<file path="src/hw/psc_pkg.sv">
// psc_pkg: constants and types for the power controller status and control registers
// assumes a serial management front end that presents subaddress, strobes and data bytes
// ----------------------------------------------------------------
// Contract
// - status register sits at subaddress 05h; seal and nvm bits mirror seal_broken_in and nvm_changed_in, reset does not clear them
// - status bit 7 reads 1 once factory seal broken, else 0; read-only
// - status bit 6 reads 1 when nvm defaults differ from factory
// - status bit 5 reads 1 while adapter-detect pin is low
// - status bit 4 reads 1 while push-button pin is low
// - status bits 3-2 give power state: transitional, wait rail, active, suspend
// - status bits 1-0 give coin-cell level: below low, low, good, ideal
// - control register at subaddress 06h, resets 00h, bits 7-2 reserved read-only
// - writing 1 to control bit 0 starts measurement, then bit self-clears
// - control bit 1 set and power-fail low shuts all rails, enters off
// - control bit 1 clear: power-fail low leaves power state untouched
// ----------------------------------------------------------------
package psc_pkg;
  localparam logic [7:0] PSC_ADDR_STATUS = 8'h05;
  localparam logic [7:0] PSC_ADDR_CONTROL = 8'h06;
  localparam logic [7:0] PSC_CONTROL_RESET = 8'h00;
  localparam int PSC_BIT_SEAL = 7;
  localparam int PSC_BIT_NVM = 6;
  localparam int PSC_BIT_ADAPTER = 5;
  localparam int PSC_BIT_BUTTON = 4;
  localparam int PSC_BIT_SHUTDOWN_EN = 1;
  localparam int PSC_BIT_MEASURE_GO = 0;
  localparam logic [1:0] PSC_CELL_BELOW_LOW = 2'h0;
  localparam logic [1:0] PSC_CELL_IDEAL = 2'h3;

  typedef enum logic [1:0] {
    PSC_ST_TRANSITIONAL = 2'b00,
    PSC_ST_WAIT_RAIL = 2'b01,
    PSC_ST_ACTIVE = 2'b10,
    PSC_ST_SUSPEND = 2'b11
  } psc_state_t;
endpackage : psc_pkg

</file>
<file path="src/hw/psc_regs.sv">
// psc_regs: status and control registers of the power controller
// assumes host access strobes are single-cycle and synchronous to sys_clk
`timescale 1ns/100ps
module psc_regs (
  input wire logic sys_clk,
  input wire logic resetn,
  input wire logic [7:0] reg_addr,
  input wire logic reg_wr,
  input wire logic reg_rd,
  input wire logic [7:0] reg_wdata,
  output logic [7:0] reg_rdata,
  input wire logic adapter_detect_pin,
  input wire logic pushbutton_pin,
  input wire logic powerfail_out_n,
  input wire logic seal_broken_in,
  input wire logic nvm_changed_in,
  input wire psc_pkg::psc_state_t power_state_in,
  input wire logic [1:0] cell_level_in,
  input wire logic cell_level_valid,
  output logic backup_cell_measure_start,
  output logic powerfail_shutdown_req,
  output logic powerfail_shutdown_en
);
  import psc_pkg::*;

  // ----------------------------------------------------------------
  // reset release
  // ----------------------------------------------------------------
  logic rst_meta_reg;
  logic rst_n_reg;
  always_ff @(posedge sys_clk or negedge resetn) begin
    if (!resetn) begin
      rst_meta_reg <= 1'b0;
      rst_n_reg <= 1'b0;
    end else begin
      rst_meta_reg <= 1'b1;
      rst_n_reg <= rst_meta_reg;
    end
  end

  // ----------------------------------------------------------------
  // control register
  // ----------------------------------------------------------------
  logic shutdown_en_reg;
  logic shutdown_en_next;
  logic measure_go_reg;
  logic measure_go_next;
  logic shutdown_req_reg;
  logic shutdown_req_next;
  logic [1:0] cell_level_reg;
  logic [1:0] cell_level_next;
  logic [7:0] rdata_reg;
  logic [7:0] rdata_next;
  logic [7:0] status_now;

  function automatic logic [7:0] psc_status(input logic seal, input logic nvm,
                                            input logic ac_pin, input logic btn_pin,
                                            input psc_state_t st, input logic [1:0] lvl);
    logic [7:0] s;
    s = 8'h00;
    s[PSC_BIT_SEAL] = seal;
    s[PSC_BIT_NVM] = nvm;
    s[PSC_BIT_ADAPTER] = ~ac_pin;
    s[PSC_BIT_BUTTON] = ~btn_pin;
    s[3:2] = st;
    s[1:0] = lvl;
    return s;
  endfunction : psc_status

  always_comb begin
    shutdown_en_next = shutdown_en_reg;
    measure_go_next = 1'b0;
    cell_level_next = cell_level_reg;
    // the bit pulses one cycle, so a second write of 1 restarts cleanly
    // only bits 1-0 are stored, so status and reserved writes fall away
    if (reg_wr && reg_addr == PSC_ADDR_CONTROL) begin
      shutdown_en_next = reg_wdata[PSC_BIT_SHUTDOWN_EN];
      measure_go_next = reg_wdata[PSC_BIT_MEASURE_GO];
    end
    // level is held from the last completed measurement only
    if (cell_level_valid) begin
      cell_level_next = cell_level_in;
    end
    shutdown_req_next = shutdown_en_reg && !powerfail_out_n;
    status_now = psc_status(seal_broken_in, nvm_changed_in, adapter_detect_pin,
                            pushbutton_pin, power_state_in, cell_level_reg);
    rdata_next = rdata_reg;
    if (reg_rd) begin
      case (reg_addr)
        PSC_ADDR_STATUS: rdata_next = status_now;
        PSC_ADDR_CONTROL: rdata_next = {6'h00, shutdown_en_reg, measure_go_reg};
        default: rdata_next = 8'h00;
      endcase
    end
  end

  always_ff @(posedge sys_clk or negedge rst_n_reg) begin
    if (!rst_n_reg) begin
      shutdown_en_reg <= PSC_CONTROL_RESET[PSC_BIT_SHUTDOWN_EN];
      measure_go_reg <= PSC_CONTROL_RESET[PSC_BIT_MEASURE_GO];
      shutdown_req_reg <= 1'b0;
      cell_level_reg <= PSC_CELL_BELOW_LOW;
      rdata_reg <= 8'h00;
    end else begin
      shutdown_en_reg <= shutdown_en_next;
      measure_go_reg <= measure_go_next;
      shutdown_req_reg <= shutdown_req_next;
      cell_level_reg <= cell_level_next;
      rdata_reg <= rdata_next;
    end
  end

  assign reg_rdata = rdata_reg;
  assign backup_cell_measure_start = measure_go_reg;
  assign powerfail_shutdown_req = shutdown_req_reg;
  assign powerfail_shutdown_en = shutdown_en_reg;
endmodule : psc_regs

</file>
<file path="config.mk">
export PLATFORM = sky130hd
export DESIGN_NAME = psc_regs
export DESIGN_NICKNAME = d
export VERILOG_FILES = /design/src/hw/psc_pkg.sv /design/src/hw/psc_regs.sv
export SDC_FILE = /design/constraint.sdc
export NUM_CORES = 1
export LEC_CHECK = 0
export BUFFER_PORTS_ARGS = -buffer_cell sky130_fd_sc_hd__buf_2
export CORE_ASPECT_RATIO = 0.75
export CORE_UTILIZATION = 35
export DETAILED_ROUTE_END_ITERATION = 10
export GPL_TIMING_DRIVEN = 0
export PLACE_DENSITY = 0.7
export SETUP_SLACK_MARGIN = 0.1
export SLEW_MARGIN = 10
export SYNTH_ARGS = -nofsm -noshare
export SYNTH_HDL_FRONTEND = slang
export SYNTH_SLANG_ARGS = --single-unit
export TNS_END_PERCENT = 30
</file>
<file path="constraint.sdc">
create_clock -name sys_clk -period 0.8 [get_ports sys_clk]
set_clock_uncertainty 0.15 [all_clocks]
set_input_delay 0.08 -clock sys_clk [delete_from_list [all_inputs] [get_ports sys_clk]]
set_output_delay 0.08 -clock sys_clk [all_outputs]
set_load 0.1 [all_outputs]
</file>
==> reports/summary.txt <==
Arr. time, crit path -> 1.48 ns
Crit-path max cell delay -> 0.53 ns
FF-to-FF setup slack -> -0.33 ns
Vias -> 525
CTS sink count -> 15
Total wire length -> 1650 um
Post-synthesis sequential area ratio -> 61.7%
Worst Hold Class -> in -> reg
Routed Antenna Nets -> 0
Core area -> 1550 um^2
Avg Vias per Cell -> 4.86
Clk pin slew, worst setup/hold paths -> 0.08 ns
Layout cells sized above 1 -> 65.5%
Post-Synthesis Cells -> 44
CP Class -> in -> reg
Fin. Hold Viols -> 26
Post-place instance area -> 812 um^2
Crit start category -> input pin
Layout Nets -> 118
Tot Pwr -> 1.43 mW
Endpoint type of the worst setup path -> flop
CP startpoint -> reg_addr[5]
CTS H-tree lvls -> 1
EDFF count, synth -> 0
Initial antenna violation count -> 0
Largest net degree at the start of global routing -> 14
Setup-failing EPs final -> 24
Synth cell count leaders -> dfrtp_1, a22o_1, nand2_1, nor4_1
Yosys cell types -> 17
CP cell instances -> buf_6, or4_4, buf_6, nor4_4, mux2_4
Req. time, crit path -> 0.83 ns
Worst hold slack -> -0.219 ns
Syn avg cell area -> 13.8 um^2
CTS Hold Buffers Added -> 1
I/O pin cnt -> 41
Gr ovfl total -> 0
CP bufs+invs -> 2
CTS tree -> built
Initial Util -> 39.3%
Leading post-synthesis cells by cell area -> dfrtp_1, a22o_1, mux2_2
Main flop type after synthesis -> dfrtp_1
CP max stage cell -> or4_4
Pwr dens -> 1300 nW/um^2
# rows -> 12
Worst skew pair latency -> 0.28 ns
Routability cong. -> 0.649
Pre-CTS setup slack -> -0.938 ns
CTS Buffer Depth -> 2
Largest fanout on the critical path -> 4
Largest register FFs -> 8
Period minus WS final -> 1.45 ns
Area leader, netlist -> dfrtp_1
Yosys reg bits -> 15
Die Width -> 50.1 um
Outcome -> complete, but fails checks
Yosys Warn Count -> 0
Non-Filler Instances -> 108
DR DRC count -> 0
Ant. Diodes -> 0
Fmax -> 688 MHz
Cell mode on critical path -> buf_6
Total Routing Usage GR -> 20.6%
Design Area, Final -> 1100 um^2
CTS Buf Count -> 3
Leakage -> 0.517 nW
Pre-Repair DR Iteration Count -> 4
Max VDD drop -> 1.15 mV
RSZ-0062 raised after global routing -> yes
Vias in the first global route -> 528
Ys async rst share -> 100%
Die Height -> 38.1 um
First-pass GRT wire length -> 2580 um
Setup TNS -> -9.49 ns
Mapped cell area -> 608 um^2
Wire length per cell -> 15.3 um
Critical path's top delay family -> simple AND/OR/NAND/NOR gates
Final setup margin -> -0.653 ns
Area Growth Syn to Fin -> 81.1%
Fill count -> 107
Failing checks -> hold timing, setup timing
Synth top area share -> 61.7%
Cell with the most instances after synthesis -> dfrtp_1
Post-Syn Nets -> 74
Max-cap violations -> 0
Die Area -> 1910 um^2
First DRT Iteration DRCs -> 6
Critical hold path startpoint -> powerfail_out_n
Reg-to-Reg Start -> powerfail_shutdown_en
Root Buffer -> clkbuf_4
Final period util -> 182%
Port Buffer Count -> 34
Dpl cells -> 99
Fin. max-slew vios -> 0
Dpl hpwl -> 1010 um
## stage by stage
stage	util (%)	hold slack, ns
after detailed placement	52.5	-0.275
after CTS	69.0	-0.211
after global routing	71.2	-0.227
after global placement	52.5	-0.285
after floorplan	-	-0.366
final	71.2	-0.219
## layout by cell type, fill, tap and decap left out
| master | Yosys | layout |
|---|---|---|
| a221o_1 | 2 | 2 |
| a22o_1 | 4 | 4 |
| and3_1 | 1 | 1 |
| buf_12 | 0 | 8 |
| buf_2 | 0 | 22 |
| buf_4 | 0 | 3 |
| buf_6 | 1 | 4 |
| buf_8 | 0 | 2 |
| clkbuf_1 | 0 | 1 |
| clkbuf_4 | 0 | 3 |
| conb_1 | 1 | 1 |
| dfrtp_1 | 15 | 12 |
| dfrtp_2 | 0 | 3 |
| dlygate4sd3_1 | 0 | 1 |
| inv_1 | 2 | 2 |
| mux2_2 | 2 | 2 |
| mux2_4 | 0 | 1 |
| nand2_1 | 3 | 3 |
| nand2b_1 | 2 | 2 |
| nor2b_1 | 1 | 1 |
| nor3_2 | 0 | 1 |
| nor4_2 | 0 | 1 |
| nor4_4 | 1 | 3 |
| o2bb2ai_2 | 0 | 1 |
| o2bb2ai_4 | 0 | 1 |
| or4_4 | 2 | 2 |
## per-layer routing
layer	up-vias	part of all wire, %	GRT usage (%)
li1	249	-	-
met1	251	38	21.7
met2	20	54	37.0
met3	5	5.1	7.14
met4	0	2.5	10.7
met5	-	0	0
## power breakdown
group | switching (mW) | internal [mW]
logic | 0.107 | 0.0937
clock network | 0.233 | 0.194
registers | 0.0250 | 0.778
## path summary, 6_finish.rpt
check                                               to  depth (start not counted)
worst max-delay path             powerfail_shutdown_en                          5
worst min-delay path            powerfail_shutdown_req                          2
worst max register to register            reg_rdata[1]                          3
worst min register to register            reg_rdata[6]                          0
max in group asynchronous        powerfail_shutdown_en                          0
min in group asynchronous                    rst_n_reg                          2
## cells by family after synthesis
kind of cell / Yosys count / share of synthesized area [%]
and+or+nand+nor: 14 / 17.1
other: 1 / 0.617
buffers and inverters: 3 / 3.09
DFF: 15 / 61.7
muxes: 3 / 5.56
AOI/OAI and AO/OA: 8 / 11.9
## layout make-up
cell class              instances  area (um^2)  share of cell area [%]
plain buffers                   1         11.3                    1.02
clock buffers                   4         26.3                    2.39
inverters                       2         7.51                   0.682
multi-input cells              26          284                    25.8
flip-flops and latches         15          379                    34.4
well taps                      21         26.3                    2.39
repair buffers                 39          367                    33.3
## what timing repair did
item / CTS / global route
endpoints found under the hold margin: 13 / 13
resized for setup: 49 / 4
pin swaps: 8 / 4
setup endpoints to repair: 37 / 24
buffers inserted: 3 / 1
(Power assumes the default switching activity.)
